## src/inc/sld_defs.vh

```
/*
  Constants for the supervisor low-power state decoder: register offsets,
  field positions, reset values, state codes and timing counts.
  Assumes inclusion by bare name from design files.
*/
`ifndef SLD_DEFS_VH
`define SLD_DEFS_VH

// ----------------------------------------
// Register offsets (word addresses)
// ----------------------------------------
`define SLD_LOW_CTRL_OFS   4'h0
`define SLD_HIGH_CTRL_OFS  4'h1
`define SLD_MODE_OFS       4'h2
`define SLD_STATE_OFS      4'h3
`define SLD_FLAG_OFS       4'h4
`define SLD_MASK_OFS       4'h5

// ----------------------------------------
// Control field positions
// ----------------------------------------
`define SLD_SUP_EN_BIT     0
`define SLD_SUP_KEEP_BIT   1
`define SLD_SUP_FP_BIT     2
`define SLD_MON_EN_BIT     3
`define SLD_MON_FP_BIT     4
`define SLD_AUTO_BIT       5
`define SLD_CTRL_W         6

// ----------------------------------------
// Power mode field: 0 active/light, 1 deep
// ----------------------------------------
`define SLD_MODE_DEEP_BIT  0

// ----------------------------------------
// Flag and mask bit positions
// ----------------------------------------
`define SLD_FLG_LOW_SET    0
`define SLD_FLG_HIGH_SET   1
`define SLD_FLG_HAZARD     2
`define SLD_FLG_W          3

// ----------------------------------------
// Reset values
// ----------------------------------------
`define SLD_CTRL_RST       6'h00
`define SLD_MODE_RST       1'h0
`define SLD_FLAG_RST       3'h0
`define SLD_MASK_RST       3'h0

// ----------------------------------------
// Unit state codes
// ----------------------------------------
`define SLD_ST_OFF         2'h0
`define SLD_ST_NORMAL      2'h1
`define SLD_ST_FULL        2'h2

// ----------------------------------------
// Timing
// ----------------------------------------
`define SLD_CLK_MHZ        100
`define SLD_SETTLE_US      150
`define SLD_SETTLE_CYC     (`SLD_SETTLE_US * `SLD_CLK_MHZ)
`define SLD_HANG_US        1
`define SLD_HANG_CYC       (`SLD_HANG_US * `SLD_CLK_MHZ)

`endif

```

## src/design/sld_settle_timer.v

```verilog
/*
  Settling-delay timer: flag high while the count runs after a start pulse.
  Assumes a start pulse on the same clock.
*/
`timescale 1ns/10ps

module sld_settle_timer #(
  parameter CNT_W = 15,
  parameter [CNT_W-1:0] CYCLES = 15'd15000
) (
  input  wire i_mclk,
  input  wire i_nrst,
  input  wire i_ce,
  input  wire i_start,
  output wire o_busy
);

  reg [CNT_W-1:0] cnt_reg;

  // ----------------------------------------
  // Down counter
  // ----------------------------------------
  always @(posedge i_mclk) begin
    if (!i_nrst) begin
      cnt_reg <= {CNT_W{1'b0}};
    end else if (i_ce) begin
      if (i_start) begin
        cnt_reg <= CYCLES;
      end else if (cnt_reg != {CNT_W{1'b0}}) begin
        cnt_reg <= cnt_reg - {{(CNT_W-1){1'b0}}, 1'b1};
      end
    end
  end

  assign o_busy = (cnt_reg != {CNT_W{1'b0}});

endmodule

```

## src/design/sld_top.v

```verilog
/*
  Supervisor low-power state decoder with hazard detector, Avalon-MM slave,
  settling flags and a masked level interrupt.
  Assumes a software master on i_mclk; power mode is written by software.
*/
`timescale 1ns/10ps
`include "sld_defs.vh"

module sld_top #(
  parameter SETTLE_CYCLES = `SLD_SETTLE_CYC
) (
  input  wire        i_mclk,
  input  wire        i_nrst,
  input  wire        i_ce,
  input  wire [3:0]  i_avs_address,
  input  wire        i_avs_read,
  input  wire        i_avs_write,
  input  wire [31:0] i_avs_writedata,
  output reg  [31:0] o_avs_readdata,
  output reg         o_avs_waitrequest,
  output reg  [1:0]  o_low_sup_state,
  output reg  [1:0]  o_low_mon_state,
  output reg  [1:0]  o_high_sup_state,
  output reg  [1:0]  o_high_mon_state,
  output reg         o_fast_wake,
  output reg         o_hazard,
  output reg         o_wake_hang_risk,
  output reg         o_low_settle_flag,
  output reg         o_high_settle_flag,
  output reg         o_irq
);

  // ----------------------------------------
  // Registers
  // ----------------------------------------
  reg [`SLD_CTRL_W-1:0] low_side_control_reg;
  reg [`SLD_CTRL_W-1:0] high_side_control_reg;
  reg                   mode_reg;
  reg [`SLD_FLG_W-1:0]  power_flag_reg;
  reg [`SLD_FLG_W-1:0]  mask_reg;
  reg                   ack_reg;
  reg                   hazard_d_reg;
  reg                   low_settle_d_reg;
  reg                   high_settle_d_reg;
  reg [7:0]             hang_cnt_reg;

  localparam [7:0] HANG_CYC = `SLD_HANG_CYC;

  wire       acc       = (i_avs_read | i_avs_write) & ~ack_reg;
  wire       wr        = i_avs_write & ~ack_reg & i_ce;
  wire       wr_low    = wr & (i_avs_address == `SLD_LOW_CTRL_OFS);
  wire       wr_high   = wr & (i_avs_address == `SLD_HIGH_CTRL_OFS);
  wire       wr_mode   = wr & (i_avs_address == `SLD_MODE_OFS);
  wire       wr_flag   = wr & (i_avs_address == `SLD_FLAG_OFS);
  wire       wr_mask   = wr & (i_avs_address == `SLD_MASK_OFS);
  wire       deep      = mode_reg;

  // ----------------------------------------
  // Unit decoders
  // ----------------------------------------
  wire [1:0] low_sup_st;
  wire [1:0] low_mon_st;
  wire [1:0] high_sup_st;
  wire [1:0] high_mon_st;

  sld_unit_decode u_low_sup (
    .i_enable    (low_side_control_reg[`SLD_SUP_EN_BIT]),
    .i_keep      (low_side_control_reg[`SLD_SUP_KEEP_BIT]),
    .i_full_perf (low_side_control_reg[`SLD_SUP_FP_BIT]),
    .i_auto      (low_side_control_reg[`SLD_AUTO_BIT]),
    .i_deep      (deep),
    .o_state     (low_sup_st)
  );

  sld_unit_decode u_low_mon (
    .i_enable    (low_side_control_reg[`SLD_MON_EN_BIT]),
    .i_keep      (1'b1),
    .i_full_perf (low_side_control_reg[`SLD_MON_FP_BIT]),
    .i_auto      (low_side_control_reg[`SLD_AUTO_BIT]),
    .i_deep      (deep),
    .o_state     (low_mon_st)
  );

  sld_unit_decode u_high_sup (
    .i_enable    (high_side_control_reg[`SLD_SUP_EN_BIT]),
    .i_keep      (high_side_control_reg[`SLD_SUP_KEEP_BIT]),
    .i_full_perf (high_side_control_reg[`SLD_SUP_FP_BIT]),
    .i_auto      (high_side_control_reg[`SLD_AUTO_BIT]),
    .i_deep      (deep),
    .o_state     (high_sup_st)
  );

  sld_unit_decode u_high_mon (
    .i_enable    (high_side_control_reg[`SLD_MON_EN_BIT]),
    .i_keep      (1'b1),
    .i_full_perf (high_side_control_reg[`SLD_MON_FP_BIT]),
    .i_auto      (high_side_control_reg[`SLD_AUTO_BIT]),
    .i_deep      (deep),
    .o_state     (high_mon_st)
  );

  // ----------------------------------------
  // Wake time and hazard detector
  // ----------------------------------------
  wire l_se  = low_side_control_reg[`SLD_SUP_EN_BIT];
  wire l_sfp = low_side_control_reg[`SLD_SUP_FP_BIT];
  wire l_me  = low_side_control_reg[`SLD_MON_EN_BIT];
  wire l_mfp = low_side_control_reg[`SLD_MON_FP_BIT];
  wire h_se  = high_side_control_reg[`SLD_SUP_EN_BIT];
  wire h_sk  = high_side_control_reg[`SLD_SUP_KEEP_BIT];
  wire h_sfp = high_side_control_reg[`SLD_SUP_FP_BIT];
  wire h_me  = high_side_control_reg[`SLD_MON_EN_BIT];
  wire h_mfp = high_side_control_reg[`SLD_MON_FP_BIT];
  wire h_au  = high_side_control_reg[`SLD_AUTO_BIT];

  wire fast_wake    = ~l_se | l_sfp;
  wire low_exposed  = ~l_se | (l_se & l_sfp) | ~l_me | (l_me & l_mfp);
  wire high_sup_hit = h_se & ~h_sfp & (~h_sk | (h_sk & h_au));
  wire high_mon_hit = h_me & ~h_mfp & h_au;
  wire hazard       = low_exposed & (high_sup_hit | high_mon_hit);

  // ----------------------------------------
  // Settling-delay timers
  // ----------------------------------------
  wire low_busy;
  wire high_busy;

  sld_settle_timer #(
    .CNT_W  (15),
    .CYCLES (SETTLE_CYCLES[14:0])
  ) u_low_settle (
    .i_mclk  (i_mclk),
    .i_nrst  (i_nrst),
    .i_ce    (i_ce),
    .i_start (wr_low),
    .o_busy  (low_busy)
  );

  sld_settle_timer #(
    .CNT_W  (15),
    .CYCLES (SETTLE_CYCLES[14:0])
  ) u_high_settle (
    .i_mclk  (i_mclk),
    .i_nrst  (i_nrst),
    .i_ce    (i_ce),
    .i_start (wr_high),
    .o_busy  (high_busy)
  );

  // ----------------------------------------
  // Events: settle done, hazard rise
  // ----------------------------------------
  wire [`SLD_FLG_W-1:0] evt;
  assign evt[`SLD_FLG_LOW_SET]  = low_settle_d_reg & ~low_busy;
  assign evt[`SLD_FLG_HIGH_SET] = high_settle_d_reg & ~high_busy;
  assign evt[`SLD_FLG_HAZARD]   = hazard & ~hazard_d_reg;

  // Deep entry while affected or not settled: hang window counter
  wire deep_entry = wr_mode & i_avs_writedata[`SLD_MODE_DEEP_BIT] & ~mode_reg;
  wire risky      = hazard | low_busy | high_busy;

  // ----------------------------------------
  // Register file and bus
  // ----------------------------------------
  always @(posedge i_mclk) begin
    if (!i_nrst) begin
      low_side_control_reg  <= `SLD_CTRL_RST;
      high_side_control_reg <= `SLD_CTRL_RST;
      mode_reg              <= `SLD_MODE_RST;
      power_flag_reg        <= `SLD_FLAG_RST;
      mask_reg              <= `SLD_MASK_RST;
      ack_reg               <= 1'b0;
      o_avs_readdata        <= 32'h0000_0000;
      o_avs_waitrequest     <= 1'b1;
    end else if (i_ce) begin
      ack_reg           <= acc;
      o_avs_waitrequest <= ~acc;
      if (wr_low) begin
        low_side_control_reg <= i_avs_writedata[`SLD_CTRL_W-1:0];
      end
      if (wr_high) begin
        high_side_control_reg <= i_avs_writedata[`SLD_CTRL_W-1:0];
      end
      if (wr_mode) begin
        mode_reg <= i_avs_writedata[`SLD_MODE_DEEP_BIT];
      end
      if (wr_mask) begin
        mask_reg <= i_avs_writedata[`SLD_FLG_W-1:0];
      end
      if (wr_flag) begin
        power_flag_reg <= (power_flag_reg & ~i_avs_writedata[`SLD_FLG_W-1:0]) | evt;
      end else begin
        power_flag_reg <= power_flag_reg | evt;
      end
      o_avs_readdata <= 32'h0000_0000;
      if (i_avs_read & ~ack_reg) begin
        case (i_avs_address)
          `SLD_LOW_CTRL_OFS:  o_avs_readdata <= {26'h0, low_side_control_reg};
          `SLD_HIGH_CTRL_OFS: o_avs_readdata <= {26'h0, high_side_control_reg};
          `SLD_MODE_OFS:      o_avs_readdata <= {31'h0, mode_reg};
          `SLD_STATE_OFS:     o_avs_readdata <= {20'h0, low_busy, high_busy, fast_wake, hazard,
                                                 high_mon_st, high_sup_st, low_mon_st, low_sup_st};
          `SLD_FLAG_OFS:      o_avs_readdata <= {29'h0, power_flag_reg};
          `SLD_MASK_OFS:      o_avs_readdata <= {29'h0, mask_reg};
          default:            o_avs_readdata <= 32'h0000_0000;
        endcase
      end
    end
  end

  // ----------------------------------------
  // Registered outputs
  // ----------------------------------------
  always @(posedge i_mclk) begin
    if (!i_nrst) begin
      o_low_sup_state    <= `SLD_ST_OFF;
      o_low_mon_state    <= `SLD_ST_OFF;
      o_high_sup_state   <= `SLD_ST_OFF;
      o_high_mon_state   <= `SLD_ST_OFF;
      o_fast_wake        <= 1'b0;
      o_hazard           <= 1'b0;
      o_wake_hang_risk   <= 1'b0;
      o_low_settle_flag  <= 1'b0;
      o_high_settle_flag <= 1'b0;
      o_irq              <= 1'b0;
      hazard_d_reg       <= 1'b0;
      low_settle_d_reg   <= 1'b0;
      high_settle_d_reg  <= 1'b0;
      hang_cnt_reg       <= 8'h00;
    end else if (i_ce) begin
      o_low_sup_state    <= low_sup_st;
      o_low_mon_state    <= low_mon_st;
      o_high_sup_state   <= high_sup_st;
      o_high_mon_state   <= high_mon_st;
      o_fast_wake        <= fast_wake;
      o_hazard           <= hazard;
      o_low_settle_flag  <= low_busy;
      o_high_settle_flag <= high_busy;
      o_irq              <= |(power_flag_reg & mask_reg);
      hazard_d_reg       <= hazard;
      low_settle_d_reg   <= low_busy;
      high_settle_d_reg  <= high_busy;
      if (deep_entry & risky) begin
        hang_cnt_reg <= HANG_CYC;
      end else if (hang_cnt_reg != 8'h00) begin
        hang_cnt_reg <= hang_cnt_reg - 8'h01;
      end
      o_wake_hang_risk <= (deep_entry & risky) | (hang_cnt_reg > 8'h01);
    end
  end

endmodule

```

## src/design/sld_unit_decode.v

```verilog
/*
  State decode of one supervisor or monitor unit.
  Assumes control bits from registers on the same clock; purely combinational.
*/
`timescale 1ns/10ps
`include "sld_defs.vh"

module sld_unit_decode (
  input  wire       i_enable,
  input  wire       i_keep,
  input  wire       i_full_perf,
  input  wire       i_auto,
  input  wire       i_deep,
  output reg  [1:0] o_state
);

  // ----------------------------------------
  // Decode
  // ----------------------------------------
  always @* begin
    o_state = `SLD_ST_OFF;
    if (i_enable) begin
      if (!i_deep) begin
        o_state = i_full_perf ? `SLD_ST_FULL : `SLD_ST_NORMAL;
      end else if (i_keep) begin
        if (i_auto) begin
          o_state = i_full_perf ? `SLD_ST_NORMAL : `SLD_ST_OFF;
        end else begin
          o_state = i_full_perf ? `SLD_ST_FULL : `SLD_ST_NORMAL;
        end
      end
    end
  end

endmodule

```

## config.mk

```make
export PLATFORM = sky130hd
export DESIGN_NAME = sld_top
export DESIGN_NICKNAME = d
export VERILOG_FILES = /design/src/design/sld_settle_timer.v /design/src/design/sld_top.v /design/src/design/sld_unit_decode.v
export VERILOG_INCLUDE_DIRS = /design/src /design/src/inc
export SDC_FILE = /design/constraint.sdc
export NUM_CORES = 1
export LEC_CHECK = 0
export BUFFER_PORTS_ARGS = -buffer_cell sky130_fd_sc_hd__clkbuf_2
export CORE_UTILIZATION = 45
export CTS_CLUSTER_SIZE = 8
export DETAILED_ROUTE_END_ITERATION = 10
export GPL_ROUTABILITY_DRIVEN = 1
export PLACE_DENSITY = 0.67
export SKIP_LAST_GASP = 1
export SLEW_MARGIN = 40
export SYNTH_ARGS = -nofsm -noshare
export SYNTH_HDL_FRONTEND = slang
export SYNTH_HIERARCHICAL = 1
export SYNTH_SLANG_ARGS = --single-unit
```

## constraint.sdc

```tcl
create_clock -name i_mclk -period 6.35 [get_ports i_mclk]
set_input_delay 0 -clock i_mclk [delete_from_list [all_inputs] [get_ports i_mclk]]
set_output_delay 0 -clock i_mclk [all_outputs]
set_load 0.05 [all_outputs]
```

# After elaboration in Yosys (flattened, before gate mapping)
# Cells that the tools add are included.
[word_totals] regBits=105 input_bits=41 output_inout_bits=47 word_cells=125
[op_classes] add_sub_neg=3 magnitude_cmp=1 n_eq_ne=5 mux=31 bitwise=49 reduce_logical=15
[ops] cell="$pmux W12 S6" count=1
[ops] cell="$mux W15" count=4
[ops] cell="$mux W2" count=18
[ops] cell="$reduce_bool A15 Y1" count=2
[ops] cell="$sub A15 B1 Y15 const B" count=2
[ops] cell="$and A1 B1 Y1" count=23
[ops] cell="$mux W8" count=2
[ops] cell="$reduce_and A2 Y1" count=7
[ops] cell="$mux W12" count=1
[ops] cell="$not A1 Y1" count=11
[ops] cell="$or A1 B1 Y1" count=10
[ops] cell="$eq A4 B2 Y1 const B" count=2
[ops] cell="$eq A4 B3 Y1 const B" count=2
[ops] cell="$gt A8 B1 Y1 const B" count=1
[ops] cell="$reduce_bool A8 Y1" count=1
[ops] cell="$sub A8 B1 Y8 const B" count=1
[ops] cell="$and A3 B3 Y3" count=2
[ops] cell="$or A3 B3 Y3" count=2
[ops] cell="$reduce_bool A2 Y1" count=3
[ops] cell="$eq A4 B1 Y1 const B" count=1
[ops] cell="$logic_not A4 Y1" count=1
[ops] cell="$mux W1" count=4
[ops] cell="$mux W3" count=1
[ops] cell="$not A3 Y3" count=1
[ops] cell="$reduce_or A3 Y1" count=1

# Longest topological paths before layout
# Gate-level depths: netlist of run 1.
[logic_depth] ltp_word=10 mapped_depth=9 mapped_depth_nobuf=7

# Hierarchy
# Netlist of run 1, hierarchy kept.
[by_module_without_submodules] module="sld_top" n_inst=1 cells_per_inst=300 area_per_inst_um2=2767.7
[by_module_without_submodules] module="sld_settle_timer" n_inst=2 cells_per_inst=114 area_per_inst_um2=908.4
[by_module_without_submodules] module="sld_unit_decode" n_inst=4 cells_per_inst=8 area_per_inst_um2=51.3

# Least setup slack after synthesis of run 1
# No wires, ideal clock.
[synth_timing] kind="reg2reg" startpoint="reg u_high_settle.cnt_reg[0]" endpoint="reg hang_cnt_reg[5]" setup_ns=0.115 arrival_ns=2.020 t_required_ns=6.235 path_slack_ns=4.215 path_stages_with_launch=8 path_buffers=0 synth_period_minus_slack_ns=2.135 path_cell_list="dfxtp_1 > inv_1 > ha_1 > nor3b_2 > nand4_1 > o311ai_4 > a21boi_1 > o21a_1"
[synth_between] elab_chain_len=5 word_cells_on_any_way=6 classes_between="mux (1); bitwise (2); reduce/logical (3)"
[synth_rtl] item="from (decl)" line="sld_settle_timer.v:18" source="reg [CNT_W-1:0] cnt_reg;"
[synth_rtl] item="from (signal assigned)" line="sld_settle_timer.v:25" source="cnt_reg <= {CNT_W{1'b0}};"
[synth_rtl] item="from (signal assigned)" line="sld_settle_timer.v:30" source="cnt_reg <= cnt_reg - {{(CNT_W-1){1'b0}}, 1'b1};"
[synth_rtl] item="$reduce_bool A15 Y1 (*)" line="sld_settle_timer.v:35" source="assign o_busy = (cnt_reg != {CNT_W{1'b0}});"
[synth_rtl] item="via high_busy" line="sld_top.v:126" source="wire high_busy;"
[synth_rtl] item="$or A1 B1 Y1 (*)" line="sld_top.v:160" source="wire risky = hazard | low_busy | high_busy;"
[synth_rtl] item="$and A1 B1 Y1 (*)" line="sld_top.v:243" source="if (deep_entry & risky) begin"
[synth_rtl] item="$reduce_bool A2 Y1 (no source line)"
[synth_rtl] item="$reduce_and A2 Y1 (no source line)"
[synth_rtl] item="to (signal assigned)" line="sld_top.v:246" source="hang_cnt_reg <= hang_cnt_reg - 8'h01;"
[synth_rtl] item="to (decl)" line="sld_top.v:45" source="reg [7:0] hang_cnt_reg;"
# Mark *: on every way through the listed nets, which the timed path passes. The rest lies on a longest branch.
# A chain may end at the register's enable or synchronous reset.

# Worst setup path after layout of run 1
# Ends and elaborated chain as after synthesis.

==> metrics, run 1 <==
status=completed; CTS Buf Count=9; Max VDD drop=around 0.18 mV; Main synth FF type=dfxtp_1; Synth async-reset ratio=0; Slew @ Worst Pin=around 0.80 ns; post-layout min period=2.70 ns; Core ar.=between 10000 and 15000 um2; RSZ-0062 raised after global routing=no; final slew viol count=0; Hold Path Depth=3; Max transition margin=0.458; Final setup viols=0; DRC Markers=0; grt total ovfl=0; Die Y-Extent=around 110 um; Post-Syn Area per Cell=8.55 um2; Max FO, Critical Path=10; initial antenna violation count=0; first-pass GRT wire length=about 18 mm; num ports=88; WP data arrival=~3.0 ns; CP Class=reg2reg; row count=37; Largest stage delay, worst path=about 0.67 ns; Hold Path Class=in2reg; clk_lat worst skew=around 0.35 ns; pin count of the biggest net entering global routing=75; worst r2r dst=hang_cnt_reg[5]; CTS tree=built; ANT nets after route=0; setup tns final=0 ns; Critical Path End Type=flop; Crit path required time=between 6 and 7 ns; Post-synth top cells=dfxtp_1 (85), nand2_1 (50), nor2b_1 (44); area grow syn2layout=9.90%; slowest CP cell=o311ai_4; Detailed Route Iter0 Violations=210; power density cells=404 nW/um2; Worst-path clk slew=0.08 ns; hold_ws=about 0.045 ns; synthesized cell area=4790 um2; clock buffer depth=2; sequential-to-total area share from yosys stat=0.355; gr usage total=0.195; WHS Endpoint=high_side_control_reg[0]; Cells after Synth=560; vias in the first global route=~3800; PortBufs=between 40 and 50; H-Tree Depth=3; Leakage=between 2 and 2.5 nW; DP HPWL=around 7 mm; Synth cell types=between 60 and 70; total of max-cap violations=0; top area cells in the synthesized netlist=dfxtp_1 (36%), nor2b_1 (5.7%), mux2i_1 (5.6%), nand2_1 (3.9%), buf_4 (3.3%); WL/cell=between 10 and 15 um; layout cells sized above 1=0.143; R2R depth=7; Reg2Reg Launch Point=u_high_settle/cnt_reg[0]; Hold Crit Start=i_avs_writedata[0]; Finished Core Util=0.510; clk root buf=clkbuf_8; Routed WL=10.4 mm; clk_skew=0.00653 ns; Final period util=0.425; Starting Density=0.464; Num Clock Sinks=85; nets@finish=~650; startpoint types=flop; Hold Vio Cnt, Final=0; die width=roughly 110 um; Pre-antenna DRT Iters=8; Yosys reg bits=between 80 and 90; count leader, synth=dfxtp_1; GP Congestion=approximately 0.82; diode count=0; R2R Setup Slk=approximately 3.7 ns; total vias in the final route=slightly above 4000; vias per inst=5.56; Peak Freq=0.371 GHz; worst path cell trace=inv_1, ha_1, nor3b_2, nand4_1, o311ai_4, a21boi_1, o21a_1; yosys warns=6; post-synth top area share=0.355; area leader, netlist=dfxtp_1; Post-synth EDFFs=0; Die ar.=about 11000 um2
==> critical path, delay by kind of cell, from the launching register on <==
family	cells	cell delay [ns]
DFF	1	0.37
AOI/OAI and AO/OA	3	0.99
buffers and inverters	1	0.08
and+or+nand+nor	2	0.97
adders and majority gates	1	0.19
==> through the flow <==
stage / total power (W) / instances / cell area, um2 / setup WS, ns
2_1_floorplan: 0.00157 / 582 / 4870 / 4.22
3_3_place_gp: 0.00172 / 715 / 5000 / 3.70
3_5_place_dp: 0.00176 / 715 / 5000 / 3.68
4_1_cts: 0.00213 / 737 / 5250 / 3.65
5_1_grt: 0.00230 / 738 / 5260 / 3.40
6_report: 0.00213 / 738 / 5260 / 3.65
==> power by group <==
| part | total (W) | switching, W | internal, W | leakage (nW) |
|---|---|---|---|---|
| Clock | 0.000364 | 0.000190 | 0.000174 | 0.0994 |
| Combinational | 0.000985 | 0.000605 | 0.000380 | 1.33 |
| Sequential | 0.000779 | 0.000134 | 0.000645 | 0.691 |
| Total | 0.00213 | 0.000928 | 0.00120 | 2.12 |
==> routing by layer <==
metal  up-vias  wire length [um]  GRT usage
li1       2061                 -          -
met1      1938              4870      0.250
met2        96              4990      0.325
met3        10               407     0.0399
met4         0               120     0.0674
met5         -                 0          0
==> worst max path at each step <==
stage | from | to | depth (start not counted)
2_1_floorplan | u_high_settle/cnt_reg[0] | hang_cnt_reg[5] | 7
3_3_place_gp | u_low_settle/cnt_reg[0] | hang_cnt_reg[5] | 7
3_5_place_dp | u_low_settle/cnt_reg[0] | hang_cnt_reg[5] | 7
4_1_cts | u_high_settle/cnt_reg[0] | hang_cnt_reg[5] | 7
5_1_grt | u_low_settle/cnt_reg[0] | hang_cnt_reg[1] | 7
6_report | u_high_settle/cnt_reg[0] | hang_cnt_reg[5] | 7
==> layout by cell type (no fill, tap or decap), drive strengths merged, types with 11 or more instances in the layout <==
cell type,count
mux2i,27
nand3,17
clkbuf,55
inv,21
a21boi,16
a21oi,14
o21a,11
nand4,18
nor2b,45
nand2,50
nor2,37
nor3,25
dfxtp,85
o21ai,16
conb,24
==> area by class of cell <==
class / count / area [um2]
inverters: 23 / 86.3
repair buffers: 51 / 293
clock buffers: 13 / 169
clock inverters: 3 / 18.8
well taps: 136 / 170
multi-input cells: 427 / 2830
flip-flops and latches: 85 / 1700
fillers: 929 / 5060
==> repair_timing <==
| action | CTS | global route |
|---|---|---|
| hold buffers | 6 | 0 |
| buffers inserted | 0 | 0 |
| endpoints found under the hold margin | 15 | 0 |
| setup endpoints to repair | 0 | 0 |
| gates resized for setup | 0 | 0 |
==> kinds of logic after synthesis <==
kind of cell / share of synthesized area
AOI/OAI and AO/OA: 0.173
xor gates and xnor gates: 0.00183
adders and majority gates: 0.0235
buffers and inverters: 0.0734
DFF: 0.355
muxes: 0.0776
other: 0.00157
and+or+nand+nor: 0.293
(Power assumes the default switching activity.)
==> inputs of run 2 (changes only) <==
--- a/config.mk
+++ b/config.mk
@@ -6,12 +6,13 @@
 export SDC_FILE = /design/constraint.sdc
 export NUM_CORES = 1
 export LEC_CHECK = 0
+export ABC_AREA = 1
 export BUFFER_PORTS_ARGS = -buffer_cell sky130_fd_sc_hd__clkbuf_2
 export CORE_UTILIZATION = 45
 export CTS_CLUSTER_SIZE = 8
 export DETAILED_ROUTE_END_ITERATION = 10
 export GPL_ROUTABILITY_DRIVEN = 1
-export PLACE_DENSITY = 0.67
+export PLACE_DENSITY = 0.66
 export SKIP_LAST_GASP = 1
 export SLEW_MARGIN = 40
 export SYNTH_ARGS = -nofsm -noshare
==> constraint.sdc (replaced) <==
create_clock -name i_mclk -period 2.6 [get_ports i_mclk]
set_input_delay 0 -clock i_mclk [delete_from_list [all_inputs] [get_ports i_mclk]]
set_output_delay 0 -clock i_mclk [all_outputs]
set_load 0.05 [all_outputs]
==> run 2 against run 1 <==
Against the previous run: global-route usage rose by 2.2 points; die area rose by 4.5%; cell count up 27%; worst setup slack lost 3.1 ns; first-iteration DRC count rose by 16%; worst hold slack improved by 0.0096 ns; highest routed layer unchanged.
==> metrics, run 2 <==
placed cell area=roughly 5200 um2; Sw Ratio=0.472; H-Tree Depth=3; R2R Setup Slk=between 0.5 and 0.6 ns; Die Y-Extent=around 110 um; Num Clock Sinks=85; CTS Buf Count=9; Starting Density=0.462; Max transition margin=0.529; Switch Pwr=about 0.0032 W; power density cells=1210 nW/um2; area leader, netlist=dfxtp_1; Peak Freq=between 0.4 and 0.5 GHz; Reg2Reg Launch Point=ack_reg; initial antenna violation count=0; worst r2r dst=u_high_settle/cnt_reg[14]; Hold Path Depth=6; die width=roughly 110 um; post-layout min period=roughly 2.1 ns; Hold Path Class=in2reg; Detailed Route Iter0 Violations=approximately 240; DRC Markers=0; Die ar.=around 12000 um2; area grow syn2layout=10.1%; first-pass GRT wire length=19.8 mm; vias per inst=~5; Cells after Synth=about 740; clk_lat worst skew=about 0.37 ns; Pre-antenna DRT Iters=5; clock buffer depth=2; yosys warns=6; top area cells in the synthesized netlist=dfxtp_1 (34%), nand2_1 (14%), a21oi_1 (6.0%), nor2_1 (5.8%), inv_1 (5.8%); Crit path required time=between 2 and 3 ns; WHS Endpoint=o_avs_waitrequest; clk_skew=0.0125 ns; CTS tree=built; sequential share of power=0.291; Hold Vio Cnt, Final=0; synthesized cell area=approximately 5000 um2; Final Power=between 0.006 and 0.007 W; worst path cell trace=inv_1, nand2_1, nor2_8, inv_2, nor2_4, inv_2, nand3_2, nand2_4, inv_2, nor2_1, nor2_1, nor2_1; Routed WL=11.7 mm; Synth cell types=40; ANT nets after route=0; post-cts repair resize count=0; layout cells sized above 1=0.175; most frequent cells in the layout=nand2_1 (190), dfxtp_1 (85), nor2_1 (78); RSZ-0062 raised after global routing=no; num ports=between 80 and 90; Largest stage delay, worst path=about 0.31 ns; Finished Core Util=0.508; Critical Path End Type=flop; CP Class=reg2reg; WL/cell=12.5 um; setup tns final=0 ns; Placed Cells=approximately 900; clk root buf=clkbuf_8; Worst-path clk slew=about 0.080 ns; startpoint types=flop; Post-synth EDFFs=0; final slew viol count=0; crit path from=ack_reg; nets@finish=roughly 840; total of max-cap violations=0; post-synth top area share=0.340; Post-synth top cells=nand2_1 (190), dfxtp_1 (85), nor2_1 (78); row count=38; Main synth FF type=dfxtp_1; post-route cell area=about 5500 um2; gr usage total=0.217; Core ar.=around 11000 um2; Leakage=about 2.4 nW; Final setup viols=0; internal power=roughly 0.0035 W; Clock power frac=0.161; slowest CP cell=dfxtp_1; GP Congestion=about 0.87; Max VDD drop=0.520 mV; Slew @ Worst Pin=0.707 ns; DP HPWL=8.45 mm; count leader, synth=nand2_1; Final period util=0.806; R2R depth=12; Post-Syn Area per Cell=6.76 um2; Max FO, Critical Path=15; sequential-to-total area share from yosys stat=0.340; Comb pwr share=0.548; WP data arrival=between 2 and 2.5 ns; Hold Crit Start=i_avs_read; status=completed; Yosys reg bits=85; Non-Filler Instances=between 900 and 1000; grt total ovfl=0; total vias in the final route=approximately 4600; diode count=0; pin count of the biggest net entering global routing=48; vias in the first global route=between 4000 and 5000; PortBufs=41; Synth async-reset ratio=0; most common cell after layout, fill and taps aside=nand2_1
## run 2: changes by cell type in the layout (fill, tap and decap cells not counted), sizes merged, moves of 32 or more
cell | previous run | this run
nor2 | 37 | 101
inv | 21 | 90
nor2b | 45 | 0
nand2 | 50 | 203
nand3 | 17 | 49
a21oi | 14 | 80
## run 2: cell type report
cell class                      count  area [um2]
Fill cell                        1110        5330
Clock buffer                       12         155
Inverter                           91         347
Sequential cell                    85        1700
Clock inverter                      4        70.1
Timing Repair Buffer               52         303
Multi-Input combinational cell    550        2760
Tap cell                          140         175
## run 2: power by group through the flow
stage	Combinational (W)	Sequential, W	Clock [W]
floorplan	0.00313	0.00196	0
global placement	0.00352	0.00195	0
detailed placement	0.00362	0.00197	0
CTS	0.00367	0.00194	0.00110
global route	0.00420	0.00199	0.00116
finish	0.00366	0.00194	0.00108
## run 2: critical path, delay by kind of cell, from the launching register on
kind | cells | cell delay, ns
and+or+nand+nor | 8 | 1.07
buffers and inverters | 4 | 0.59
DFF | 1 | 0.31
## run 2: cells by family after synthesis
kind of cell               after synthesis  share of synthesized area
and+or+nand+nor                        376                      0.343
AOI/OAI and AO/OA                      132                      0.152
buffers and inverters                  128                      0.125
DFF                                     85                      0.340
xor gates and xnor gates                 9                     0.0157
adders and majority gates                9                     0.0225
other                                    2                    0.00150
## run 2: what timing repair did
| action | CTS | global route |
|---|---|---|
| buffers inserted | 0 | 0 |
| hold buffers | 6 | 0 |
| endpoints found under the hold margin | 16 | 0 |
## run 2: through the flow
stage	hold WS [ns]	worst slack, ns
after global placement	0.270	0.566
after floorplan	0.135	1.00
after detailed placement	0.272	0.532
final	0.0547	0.505
after global routing	0.0582	0.316
after CTS	0.0311	0.512
## run 2: layer usage
layer | track usage | part of all wire
met4 | 0.0939 | 0.024
met1 | 0.261 | 0.46
met2 | 0.374 | 0.48
met5 | 0 | 0
met3 | 0.0400 | 0.038
## run 2: worst max-delay path by stage
stage,depth (start not counted),to
3_3_place_gp,12,u_high_settle/cnt_reg[14]
2_1_floorplan,12,hang_cnt_reg[3]
3_5_place_dp,12,u_high_settle/cnt_reg[14]
4_1_cts,12,u_high_settle/cnt_reg[14]
5_1_grt,12,u_high_settle/cnt_reg[14]
6_report,12,u_high_settle/cnt_reg[14]
